**config.mk**
```make
export PLATFORM = sky130hd
export DESIGN_NAME = tsp_slave
export DESIGN_NICKNAME = d
export VERILOG_FILES = /design/src/logic/tsp_pkg.sv /design/src/logic/tsp_sync.sv /design/src/logic/tsp_timeout.sv /design/src/logic/tsp_slave.sv
export SDC_FILE = /design/constraint.sdc
export NUM_CORES = 1
export LEC_CHECK = 0
export ABC_CLOCK_PERIOD_IN_PS = 3500
export BUFFER_PORTS_ARGS = -buffer_cell sky130_fd_sc_hd__buf_2
export CORE_ASPECT_RATIO = 1.4
export CORE_MARGIN = 5
export CORE_UTILIZATION = 40
export CTS_BUF_LIST = sky130_fd_sc_hd__clkbuf_8
export CTS_CLUSTER_DIAMETER = 100
export DETAILED_ROUTE_END_ITERATION = 10
export PLACE_DENSITY_LB_ADDON = 0.15
export SETUP_SLACK_MARGIN = 0.02
export SYNTH_ARGS = -nofsm -noshare
export SYNTH_HDL_FRONTEND = slang
export SYNTH_SLANG_ARGS = --single-unit
```
**constraint.sdc**
```tcl
create_clock -name i_clk -period 3.5 [get_ports i_clk]
set_clock_uncertainty 0.1 [all_clocks]
set_input_delay 0.35 -clock i_clk [delete_from_list [all_inputs] [get_ports i_clk]]
set_output_delay 0.35 -clock i_clk [all_outputs]
set_load 0.02 [all_outputs]
```
**src/logic/tsp_pkg.sv**
```systemverilog
package tsp_pkg;

  // timing
  localparam int CLK_HZ = 10_000_000;
  localparam int TIMEOUT_MS = 30;
  // longest time, so the division rounds down
  localparam int TIMEOUT_CYCLES = CLK_HZ / 1000 * TIMEOUT_MS;

  // address-select strap codes and the slave address each one gives
  localparam logic [1:0] STRAP_GND = 2'h0;
  localparam logic [1:0] STRAP_SUPPLY = 2'h1;
  localparam logic [1:0] STRAP_SDA = 2'h2;
  localparam logic [1:0] STRAP_SCL = 2'h3;
  localparam logic [6:0] ADDR_GND = 7'h48;
  localparam logic [6:0] ADDR_SUPPLY = 7'h49;
  localparam logic [6:0] ADDR_SDA = 7'h4a;
  localparam logic [6:0] ADDR_SCL = 7'h4b;

  // special bus bytes
  localparam logic [7:0] GEN_CALL_BYTE = 8'h00;
  localparam logic [7:0] GEN_RESET_CMD = 8'h06;
  localparam logic [7:0] ALERT_RESP_BYTE = 8'h19;
  localparam logic [4:0] HS_CODE_PREFIX = 5'h01;

  // pointer select codes
  localparam logic [1:0] PTR_TEMP = 2'h0;
  localparam logic [1:0] PTR_CONFIG = 2'h1;
  localparam logic [1:0] PTR_LOWER = 2'h2;
  localparam logic [1:0] PTR_UPPER = 2'h3;

  // power-up values
  localparam logic [7:0] POINTER_RESET = 8'h00;
  localparam logic [15:0] CONFIG_RESET = 16'h0000;
  localparam logic [15:0] LOWER_RESET = 16'h0000;
  localparam logic [15:0] UPPER_RESET = 16'h0000;

  // bit counts
  localparam logic [3:0] RX_LAST = 4'h8;
  localparam logic [3:0] TX_LAST = 4'h7;

  typedef enum logic [2:0] {
    st_idle, st_rx, st_rx_ack, st_tx, st_tx_ack
  } tsp_state_t;

  typedef enum logic [2:0] {
    ph_addr, ph_ptr, ph_data_hi, ph_data_lo, ph_gcmd, ph_read, ph_alert
  } tsp_phase_t;

endpackage : tsp_pkg

```
**src/logic/tsp_sync.sv**
```systemverilog
`timescale 1ns/1ps
`default_nettype none

module tsp_sync #(
  parameter int W = 1
) (
  input wire logic i_clk,
  input wire logic i_rst,
  input wire logic [W-1:0] i_async,
  output logic [W-1:0] o_sync
);

  logic [W-1:0] stage1;

  // lines idle high, so reset to ones to avoid a false start after reset
  always_ff @(posedge i_clk) begin
    if (i_rst) begin
      stage1 <= '1;
      o_sync <= '1;
    end else begin
      stage1 <= i_async;
      o_sync <= stage1;
    end
  end

endmodule : tsp_sync

`default_nettype wire

```
**src/logic/tsp_timeout.sv**
```systemverilog
`timescale 1ns/1ps
`default_nettype none

module tsp_timeout #(
  parameter int LIMIT = tsp_pkg::TIMEOUT_CYCLES
) (
  input wire logic i_clk,
  input wire logic i_rst,
  input wire logic i_run,
  output logic o_expired
);

  localparam int CW = $clog2(LIMIT + 1);
  localparam logic [CW-1:0] LAST = CW'(LIMIT - 1);

  logic [CW-1:0] count;

  // counts only while run holds; any break restarts the wait from zero
  always_ff @(posedge i_clk) begin
    if (i_rst || !i_run) begin
      count <= '0;
      o_expired <= 1'b0;
    end else if (count == LAST) begin
      count <= '0;
      o_expired <= 1'b1;
    end else begin
      count <= count + CW'(1);
      o_expired <= 1'b0;
    end
  end

endmodule : tsp_timeout

`default_nettype wire

```
**src/logic/tsp_slave.sv**
```systemverilog
// How it works
// slave only, never drives clock, pulls data
// bytes shift most significant bit first
// start, then seven address bits and direction
// address pin strap picks one of four
// matching address acknowledged on ninth clock
// first written byte loads the pointer
// pointer kept; reads use last written pointer
// controller rewrites pointer before reading elsewhere
// written bytes fill register, high first, acked
// read sends high byte, then low byte
// unlimited bytes; early end keeps upper byte
// data changes with clock low; start, stop
// interrupt mode alert: ack response, send address
// returned last bit gives cause, polarity inverts
// alert arbitration by address; winner clears alert
// general call acked; reset command restores registers
// address-acquire command ignored entirely
// high-speed code not acked, filters switch over
// high-speed held until stop, then fast mode
// clock low too long resets the interface
// controller keeps clock above time-out rate
// fast and high-speed clock rates supported
// pointer low bits select one of four registers
// pointer powers up selecting temperature
// temperature read clears alert in interrupt mode
// foreign addresses left unacknowledged
// stop or restart returns to address wait
`timescale 1ns/1ps
`default_nettype none

module tsp_slave #(
  parameter int P_TIMEOUT_CYCLES = tsp_pkg::TIMEOUT_CYCLES
) (
  input wire logic i_clk,
  input wire logic i_rst,
  input wire logic i_scl,
  input wire logic i_sda,
  output logic o_sda,
  output logic o_sda_oe,
  input wire logic [1:0] i_address_select_pin,
  input wire logic [15:0] i_temperature,
  input wire logic i_thermostat_mode_select,
  input wire logic i_alert_polarity,
  input wire logic i_alert_active,
  input wire logic i_alert_high_cause,
  output logic [7:0] o_pointer,
  output logic [15:0] o_config,
  output logic [15:0] o_lower_limit,
  output logic [15:0] o_upper_limit,
  output logic o_high_speed,
  output logic o_alert_clear,
  output logic o_general_reset
);

  logic [3:0] pins_s;
  logic [1:0] strap_s;
  logic scl_s, sda_s, scl_q, sda_q;
  logic scl_rise, scl_fall, bus_start, bus_stop;
  logic tmo, in_frame;
  logic [6:0] own_addr;
  tsp_pkg::tsp_state_t state;
  tsp_pkg::tsp_phase_t phase, next_phase;
  logic [3:0] bcnt;
  logic [7:0] rx_shift, tx_shift, tx_byte;
  logic tx_sel, alert_bit;
  logic [15:0] sel_reg;
  logic rx_decide, next_ack, ptr_wr, hi_wr, lo_wr;
  logic gc_hit, hs_hit, alert_won, temp_read;

  // scl, sda and the strap come from pins; an scl period needs about six clocks here
  tsp_sync #(
    .W(4)
  ) u_sync (
    .i_clk(i_clk),
    .i_rst(i_rst),
    .i_async({i_address_select_pin, i_scl, i_sda}),
    .o_sync(pins_s)
  );

  assign strap_s = pins_s[3:2];
  assign scl_s = pins_s[1];
  assign sda_s = pins_s[0];

  always_ff @(posedge i_clk) begin
    if (i_rst) begin
      scl_q <= 1'b1;
      sda_q <= 1'b1;
    end else begin
      scl_q <= scl_s;
      sda_q <= sda_s;
    end
  end

  assign scl_rise = scl_s && !scl_q;
  assign scl_fall = !scl_s && scl_q;
  // data moving while clock stays high marks start or stop
  assign bus_start = scl_s && scl_q && sda_q && !sda_s;
  assign bus_stop = scl_s && scl_q && !sda_q && sda_s;

  // strap is re-read only between frames, so a mid-frame glitch cannot move the address
  always_ff @(posedge i_clk) begin
    if (!in_frame) begin
      unique case (strap_s)
        tsp_pkg::STRAP_GND: own_addr <= tsp_pkg::ADDR_GND;
        tsp_pkg::STRAP_SUPPLY: own_addr <= tsp_pkg::ADDR_SUPPLY;
        tsp_pkg::STRAP_SDA: own_addr <= tsp_pkg::ADDR_SDA;
        tsp_pkg::STRAP_SCL: own_addr <= tsp_pkg::ADDR_SCL;
      endcase
    end
  end

  always_ff @(posedge i_clk) begin
    if (i_rst || bus_stop || tmo) begin
      in_frame <= 1'b0;
    end else if (bus_start) begin
      in_frame <= 1'b1;
    end
  end

  // clock held low inside a frame for the time-out
  tsp_timeout #(
    .LIMIT(P_TIMEOUT_CYCLES)
  ) u_timeout (
    .i_clk(i_clk),
    .i_rst(i_rst),
    .i_run(in_frame && !scl_s),
    .o_expired(tmo)
  );

  // register picked by the last written pointer
  always_comb begin
    unique case (o_pointer[1:0])
      tsp_pkg::PTR_TEMP: sel_reg = i_temperature;
      tsp_pkg::PTR_CONFIG: sel_reg = o_config;
      tsp_pkg::PTR_LOWER: sel_reg = o_lower_limit;
      tsp_pkg::PTR_UPPER: sel_reg = o_upper_limit;
    endcase
  end

  // low for a high-limit cause, flipped by polarity
  assign alert_bit = !i_alert_high_cause ^ i_alert_polarity;
  // alert answer carries own address; reads send high byte then low
  assign tx_byte = (phase == tsp_pkg::ph_alert) ? {own_addr, alert_bit} :
                   (tx_sel ? sel_reg[7:0] : sel_reg[15:8]);

  assign rx_decide = (state == tsp_pkg::st_rx) && scl_fall && (bcnt == tsp_pkg::RX_LAST) &&
                     !bus_start && !bus_stop && !tmo;

  // decision on each whole received byte
  always_comb begin
    next_ack = 1'b0;
    next_phase = phase;
    ptr_wr = 1'b0;
    hi_wr = 1'b0;
    lo_wr = 1'b0;
    gc_hit = 1'b0;
    hs_hit = 1'b0;
    unique case (phase)
      tsp_pkg::ph_addr: begin
        if (rx_shift[7:1] == own_addr) begin
          next_ack = 1'b1;
          next_phase = rx_shift[0] ? tsp_pkg::ph_read : tsp_pkg::ph_ptr;
        end else if (rx_shift == tsp_pkg::GEN_CALL_BYTE) begin
          next_ack = 1'b1;
          next_phase = tsp_pkg::ph_gcmd;
        end else if (rx_shift[7:3] == tsp_pkg::HS_CODE_PREFIX) begin
          hs_hit = 1'b1;
        end else if (rx_shift == tsp_pkg::ALERT_RESP_BYTE && i_thermostat_mode_select && i_alert_active) begin
          next_ack = 1'b1;
          next_phase = tsp_pkg::ph_alert;
        end
        // anything else stays unacknowledged
      end
      tsp_pkg::ph_ptr: begin
        next_ack = 1'b1;
        ptr_wr = 1'b1;
        next_phase = tsp_pkg::ph_data_hi;
      end
      tsp_pkg::ph_data_hi: begin
        next_ack = 1'b1;
        hi_wr = 1'b1;
        next_phase = tsp_pkg::ph_data_lo;
      end
      tsp_pkg::ph_data_lo: begin
        next_ack = 1'b1;
        lo_wr = 1'b1;
        next_phase = tsp_pkg::ph_data_hi;
      end
      tsp_pkg::ph_gcmd: begin
        // only the reset command acts; address-acquire and the rest are refused
        if (rx_shift == tsp_pkg::GEN_RESET_CMD) begin
          next_ack = 1'b1;
          gc_hit = 1'b1;
        end
      end
      tsp_pkg::ph_read, tsp_pkg::ph_alert: begin
        next_ack = 1'b0;
      end
    endcase
  end

  // byte engine; the data pin is only ever pulled low
  always_ff @(posedge i_clk) begin
    if (i_rst || bus_stop || tmo) begin
      state <= tsp_pkg::st_idle;
      phase <= tsp_pkg::ph_addr;
      bcnt <= '0;
      rx_shift <= '0;
      tx_shift <= '0;
      tx_sel <= 1'b0;
      o_sda_oe <= 1'b0;
    end else if (bus_start) begin
      state <= tsp_pkg::st_rx;
      phase <= tsp_pkg::ph_addr;
      bcnt <= '0;
      tx_sel <= 1'b0;
      o_sda_oe <= 1'b0;
    end else begin
      unique case (state)
        tsp_pkg::st_idle: begin
          o_sda_oe <= 1'b0;
        end
        tsp_pkg::st_rx: begin
          if (scl_rise) begin
            rx_shift <= {rx_shift[6:0], sda_s};
            bcnt <= bcnt + 4'h1;
          end else if (rx_decide) begin
            phase <= next_phase;
            o_sda_oe <= next_ack;
            state <= next_ack ? tsp_pkg::st_rx_ack : tsp_pkg::st_idle;
          end
        end
        tsp_pkg::st_rx_ack: begin
          // ack held through the ninth high phase, dropped on its falling edge
          if (scl_fall) begin
            bcnt <= '0;
            if (phase == tsp_pkg::ph_read || phase == tsp_pkg::ph_alert) begin
              tx_shift <= tx_byte;
              tx_sel <= !tx_sel;
              o_sda_oe <= !tx_byte[7];
              state <= tsp_pkg::st_tx;
            end else begin
              o_sda_oe <= 1'b0;
              state <= tsp_pkg::st_rx;
            end
          end
        end
        tsp_pkg::st_tx: begin
          if (scl_rise && phase == tsp_pkg::ph_alert && !o_sda_oe && !sda_s) begin
            o_sda_oe <= 1'b0; // lost arbitration
            state <= tsp_pkg::st_idle;
          end else if (scl_fall) begin
            if (bcnt == tsp_pkg::TX_LAST) begin
              o_sda_oe <= 1'b0;
              state <= tsp_pkg::st_tx_ack;
            end else begin
              tx_shift <= {tx_shift[6:0], 1'b0};
              o_sda_oe <= !tx_shift[6];
              bcnt <= bcnt + 4'h1;
            end
          end
        end
        tsp_pkg::st_tx_ack: begin
          // controller nack, or end of the alert answer, finishes the transfer
          if (scl_rise && (sda_s || phase == tsp_pkg::ph_alert)) begin
            state <= tsp_pkg::st_idle;
          end else if (scl_fall) begin
            tx_shift <= tx_byte;
            tx_sel <= !tx_sel;
            o_sda_oe <= !tx_byte[7];
            bcnt <= '0;
            state <= tsp_pkg::st_tx;
          end
        end
      endcase
    end
  end

  assign o_sda = 1'b0;
  // pointer and writable registers; each byte lands as soon as it is acked
  always_ff @(posedge i_clk) begin
    if (i_rst || (rx_decide && gc_hit)) begin
      o_pointer <= tsp_pkg::POINTER_RESET;
      o_config <= tsp_pkg::CONFIG_RESET;
      o_lower_limit <= tsp_pkg::LOWER_RESET;
      o_upper_limit <= tsp_pkg::UPPER_RESET;
    end else if (rx_decide) begin
      if (ptr_wr) begin
        o_pointer <= rx_shift;
      end
      // temperature is read only, so writes aimed at it are dropped
      if (hi_wr || lo_wr) begin
        unique case (o_pointer[1:0])
          tsp_pkg::PTR_TEMP: ;
          tsp_pkg::PTR_CONFIG: begin
            if (hi_wr) o_config[15:8] <= rx_shift;
            else o_config[7:0] <= rx_shift;
          end
          tsp_pkg::PTR_LOWER: begin
            if (hi_wr) o_lower_limit[15:8] <= rx_shift;
            else o_lower_limit[7:0] <= rx_shift;
          end
          tsp_pkg::PTR_UPPER: begin
            if (hi_wr) o_upper_limit[15:8] <= rx_shift;
            else o_upper_limit[7:0] <= rx_shift;
          end
        endcase
      end
    end
  end

  // high-speed filters persist over repeated starts until stop or time-out
  always_ff @(posedge i_clk) begin
    if (i_rst || bus_stop || tmo) begin
      o_high_speed <= 1'b0;
    end else if (rx_decide && hs_hit) begin
      o_high_speed <= 1'b1;
    end
  end
  assign alert_won = (state == tsp_pkg::st_tx_ack) && (phase == tsp_pkg::ph_alert) && scl_rise &&
                     !bus_start && !bus_stop && !tmo;
  assign temp_read = rx_decide && next_ack && (next_phase == tsp_pkg::ph_read) &&
                     (o_pointer[1:0] == tsp_pkg::PTR_TEMP) && i_thermostat_mode_select;

  always_ff @(posedge i_clk) begin
    if (i_rst) begin
      o_alert_clear <= 1'b0;
      o_general_reset <= 1'b0;
    end else begin
      o_alert_clear <= alert_won || temp_read;
      o_general_reset <= rx_decide && gc_hit;
    end
  end

endmodule : tsp_slave

`default_nettype wire

```
Yosys cells after proc, flatten, opt, wreduce, memory -nomap -nowiden --
Cells that the tools add are included.
Storage, ports and cells: input port bits 26, bits in registers 124, logic and storage cells 222, output and inout bits 61
Cells by class: equality and inequality tests 43, $add $sub $neg 2, bitwise logic cells 4, multiplexer cells 67, reduce and logical (&&, ||, !) cells 80
Operator list (number):
- case mux 16 bit (4 select lines) | 1
- two-way mux 7 bit | 7
- two-way mux 3 bit | 13
- logical AND 1 bit | 30
- two-way mux 1 bit | 28
- case mux 7 bit (4 select lines) | 1
- two-way mux 4 bit | 6
- AND reduction 4 bit | 6
- case mux 7 bit (3 select lines) | 1
- != test 2 bit (second input constant) | 10
- adder 19 x 1 -> 19 bit (second input constant) | 1
- == test 19 bit (second input constant) | 1
- != test 3 bit (second input constant) | 6
- two-way mux 8 bit | 2
- case mux 4 bit (4 select lines) | 1
- == test 3 bit (second input constant) | 5
- AND reduction 7 bit | 2
- logical NOT 1 bit | 13
- == test 3 x 2 -> 1 bit (second input constant) | 4
- != test 4 bit (second input constant) | 3
- case mux 3 bit (4 select lines) | 1
- AND reduction 6 bit | 2
- case mux 3 bit (3 select lines) | 1
- AND reduction 9 bit | 1
- other kinds (29) | 50

Logic depth before layout (Yosys ltp) --
depth after elaboration 13, mapped depth 9, depth with buffers taken out 8

Cells and area by module --
A second synthesis with hierarchy kept.
Second synthesis, totals: cells, all modules 603, area total of the unflattened synthesis 5704.2 um2
By module, submodules not included:
- tsp_slave | times used 1, seq. area each 1841.8 um2, cells each 485, area an instance 4565.6 um2
- tsp_timeout | times used 1, seq. area each 400.4 um2, cells each 102, area an instance 928.4 um2
- tsp_sync | times used 1, seq. area each 160.2 um2, cells each 16, area an instance 210.2 um2

Worst setup path after synthesis --
OpenSTA, ideal clock, no wires.
path type register to register, start reg o_pointer[0], end reg tx_shift[4], library setup time 128 ps, period minus slack after synthesis 2187 ps, path buffers 1, data required time 3272 ps, path slack 1313 ps, arrival 1960 ps, stages on the path, launching flop included 7, cell sequence dfxtp_1 buf_2 mux4_2 mux2_2 o22a_1 mux2i_1 nor2_1
Between the ends: cells in the longest elaborated chain, start to end 7, elaborated cells on any way between the ends 12, classes of those cells eq/ne: 3; mux: 8; reduce/logical: 1
Ends and longest elaborated chain:
- from (decl) | line tsp_slave.sv:47 | output logic [7:0] o_pointer,
- from (signal assigned) | line tsp_slave.sv:284 | o_pointer <= tsp_pkg::POINTER_RESET;
- from (signal assigned) | line tsp_slave.sv:290 | o_pointer <= rx_shift;
- == test 2 bit (tied with other cells) | line tsp_slave.sv:133 | unique case (o_pointer[1:0])
- case mux 16 bit (4 select lines) * | line tsp_slave.sv:133
- two-way mux 8 bit * | line tsp_slave.sv:145 | (tx_sel ? sel_reg[7:0] : sel_reg[15:8]);
- two-way mux 8 bit * | line tsp_slave.sv:144 | assign tx_byte = (phase == tsp_pkg::ph_alert) ? {own_addr, alert_bit} :
- two-way mux 7 bit (on tied branches) | line tsp_slave.sv:268, tsp_slave.sv:238
- two-way mux 7 bit (on tied branches) | line tsp_slave.sv:266, tsp_slave.sv:236
- case mux 7 bit (3 select lines) * | line tsp_slave.sv:220 | unique case (state)
- to (signal assigned) | line tsp_slave.sv:239 | tx_shift <= tx_byte;
- to (signal assigned) | line tsp_slave.sv:258 | tx_shift <= {tx_shift[6:0], 1'b0};
- to (signal assigned) | line tsp_slave.sv:269 | tx_shift <= tx_byte;
- to (decl) | line tsp_slave.sv:65 | logic [7:0] rx_shift, tx_shift, tx_byte;
Mark *: on every way between the ends. The rest lies on a longest branch, timed or not. The select of a mux whose other input is x is not followed. A chain may end at the register's enable or synchronous reset.

Worst setup path after layout --
start reg state[0], end reg o_upper_limit[4]
Between the ends: cells in the longest elaborated chain, start to end 8, elaborated cells on any way between the ends 9, classes of those cells eq/ne: 1; reduce/logical: 8
Ends and longest elaborated chain:
- from (decl) | line tsp_slave.sv:62 | tsp_pkg::tsp_state_t state;
- from (signal assigned) | line tsp_slave.sv:206 | state <= tsp_pkg::st_idle;
- from (signal assigned) | line tsp_slave.sv:214 | state <= tsp_pkg::st_rx;
- from (signal assigned) | line tsp_slave.sv:231 | state <= next_ack ? tsp_pkg::st_rx_ack : tsp_pkg::st_idle;
- == test 3 x 1 -> 1 bit * | line tsp_slave.sv:147 | assign rx_decide = (state == tsp_pkg::st_rx) && scl_fall && (bcnt == tsp_pkg::RX_LAST) &&
- logical AND 1 bit * (3 in a row) | line tsp_slave.sv:147
- logical AND 1 bit * (2 in a row) | line tsp_slave.sv:148 | !bus_start && !bus_stop && !tmo;
- logical AND 1 bit | line tsp_slave.sv:283 | if (i_rst || (rx_decide && gc_hit)) begin
- logical OR 1 bit | line tsp_slave.sv:283
- to (signal assigned) | line tsp_slave.sv:287 | o_upper_limit <= tsp_pkg::UPPER_RESET;
- to (signal assigned) | line tsp_slave.sv:306 | else o_upper_limit[7:0] <= rx_shift;
- to (decl) | line tsp_slave.sv:50 | output logic [15:0] o_upper_limit,
Mark *: on every way between the ends. The rest lies on a longest branch, timed or not.

==> impl_metrics.toml <==
[sta]
fin_crit_sh = 0.7574
rsz0062_at_grt = "no"
fmax_mhz = 377.2
tns_ns = 0
worst_pin_slew_ns = 0.7488
slew-limit-headroom = 0.4996
hold_viol = 0
finalSetupViolations = 0
period_minus_slack_ns = 2.651
holdWs_ns = 0.2024
maxSlewViolCount = 0

[cts]
clk_pin_slew_ns = 0.07
cts_setup_buffers = 0
numCtsBuffers = 17
clock-sinks = 119
clk_latency_ns = 0.43
cts_tree = "done"
clock_path_buffers = 2
htreeDepth = 4
cts_root_buf = "clkbuf_8"

[die]
die_w_um = 109.9
die_h_um = 149.9
die_area_um2 = 16470
start_util = 0.4036
rows = 51
num_io_pins = 87
core-area_um2 = 13850

[synthesis]
syn_area_um2 = 5589
synth.ff_latch_count = 119
synth_top_area_frac = 0.4191
synth_edf_count = 2
syn-instance-count = 629
synth_area_leaders = "dfxtp_1, mux2i_1, nor2_1"
yosysMostFrequentCell = "nor2_1"
synthArstFlopShare = 0
yosysWarnings = 0
synth_top_area_cell = "dfxtp_1"
synth_ff_type = "dfxtp_1"
synth_nets = 658
synthDistinctLibCells = 66
ys_seq_area_frac = 0.4298
yosys-top-cells-count = "nor2_1, dfxtp_1, mux2i_1"
syn_avg_cell_area_um2 = 8.886

[grt]
grt_max_degree = 57
antenna_found_initial = 0
grt_pass1_vias = 4791
grtUsageTotal = 0.1892
grt_pass1_wl_um = 24340
grt_overflow = 0

[pwr]
total_leakage_power_nw = 2.765
power.density_nw_per_um2 = 444.4
power.total_mw = 2.960
ir_drop_mv = 0.3094

[detailed_routing]
avgRoutedWirePerCell_um = 16.55
first_pass_iters = 4
drt-initial-drc-count = 259
wirelength_um = 14870
via_count = 4741
ant_nets = 0
vias_per_cell = 5.274
drc_errors = 0

[worst_setup_path]
critPathCaptureType = "flip-flop"
cp.arrival_ns = 2.84
start_kind = "flip-flop"
crit_family = "simple AND/OR/NAND/NOR gates"
path_buf_inv = 0
worstPathRequired_ns = 3.68
path_class = "flip-flop to flip-flop"
crit_slowest_cell = "dfxtp_1"
path_cells = "or3b_1 -> nor4_4 -> nand4_4 -> or2_1 -> mux2i_1 -> nor2_1"
slowest_delay_ns = 0.57
crit_fanout = 15

[placement]
port_buffers = 85
dp_hpwl_um = 10950
gp_congestion = 0.9001

[job]
drv_cap = 0

[run_status]
outcome = "finished clean"

[cells_and_area]
n_antenna_cell = 0
nets = 730
syn_to_final_growth_pct = 19.16
drive_gt1_frac = 0.2241

[hold_path]
hold_path_class = "input pin to flip-flop"
==> stage by stage <==
stage	worst slack [ns]	instance area (µm²)	utilization	std cells
2_1_floorplan	1.313	5589	-	629
3_3_place_gp	0.9602	6136	0.4431	863
3_5_place_dp	0.8964	6136	0.4431	863
4_1_cts	0.8648	6660	0.4810	899
5_1_grt	0.6807	6660	0.4810	899
6_report	0.8492	6660	0.4810	899
==> sequential cells by signal, indices dropped and copies added, names as in the netlist, 7 cells and up <==
name	count
rx_shift	8
u_timeout.count	19
o_pointer	8
o_upper_limit	16
tx_shift	7
o_lower_limit	16
o_config	16
==> cells in the final DEF, fill, tap and decap left out, drive strengths merged, types with 4 or more instances in the layout <==
cell	instances
nor2	123
clkbuf	17
xnor2	10
nor2b	5
a211oi	9
nand3b	4
nor3	10
dfxtp	117
nand2	36
a21oi	41
xor2	12
mux4	10
bufinv	6
inv	13
clkinvlp	4
o211ai	5
buf	93
mux2	5
dlygate4sd3	4
mux2i	54
nand4	6
nand2b	8
o21ai	22
nand3	21
and3	7
or2	11
==> routing by layer <==
layer | track usage | share of wire
met5 | 0 | 0
met4 | 0.07798 | 0.025
met3 | 0.04230 | 0.038
met2 | 0.3159 | 0.50
met1 | 0.2322 | 0.43
==> cell families (layout without fill, tap and decap cells) <==
| logic type | count (synthesis) | after routing | share of synthesized area |
|---|---|---|---|
| DFF | 119 | 119 | 0.4298 |
| buffers and inverters | 55 | 140 | 0.03985 |
| and+or+nand+nor | 254 | 254 | 0.2234 |
| adders and majority gates | 3 | 3 | 0.006717 |
| xor gates and xnor gates | 22 | 22 | 0.03447 |
| AOI/OAI and AO/OA | 106 | 106 | 0.1180 |
| other | 1 | 1 | 0.0006709 |
| muxes | 69 | 69 | 0.1471 |
==> cell type report <==
| class | instances | area (µm²) |
|---|---|---|
| clock buffer | 17 | 234.0 |
| clock inverter | 15 | 250.2 |
| fill | 1411 | 7187 |
| inverter | 11 | 41.29 |
| multi-input combinational | 455 | 2975 |
| sequential | 119 | 2402 |
| tap | 185 | 231.5 |
| timing repair buffer | 97 | 525.5 |
==> power breakdown <==
part | leakage [nW] | internal (mW) | switching [mW] | total, mW
Combinational | 1.58 | 0.0346 | 0.0441 | 0.0787
Sequential | 0.961 | 1.36 | 0.00658 | 1.37
Clock | 0.229 | 0.924 | 0.586 | 1.51
Total | 2.77 | 2.32 | 0.637 | 2.96
==> worst paths after layout <==
check                         startpoint                       endpoint  slack [ns]  cells past startpoint
max                state[0]$_SDFFE_PP0P_  o_upper_limit[4]$_SDFFE_PP0P_        0.85                      6
min                                i_rst     o_general_reset$_SDFF_PP0_        0.20                      2
max reg2reg        state[0]$_SDFFE_PP0P_  o_upper_limit[4]$_SDFFE_PP0P_        0.85                      6
min reg2reg  u_sync.o_sync[3]$_SDFF_PP1_          own_addr[1]$_DFFE_PN_        0.31                      0
==> what timing repair did <==
action / in CTS / in global routing
endpoints found under the hold margin: 4 / 0
hold buffers: 4 / 0
resized for setup: 0 / 0
Note: power is estimated with default switching activity, not from simulation.
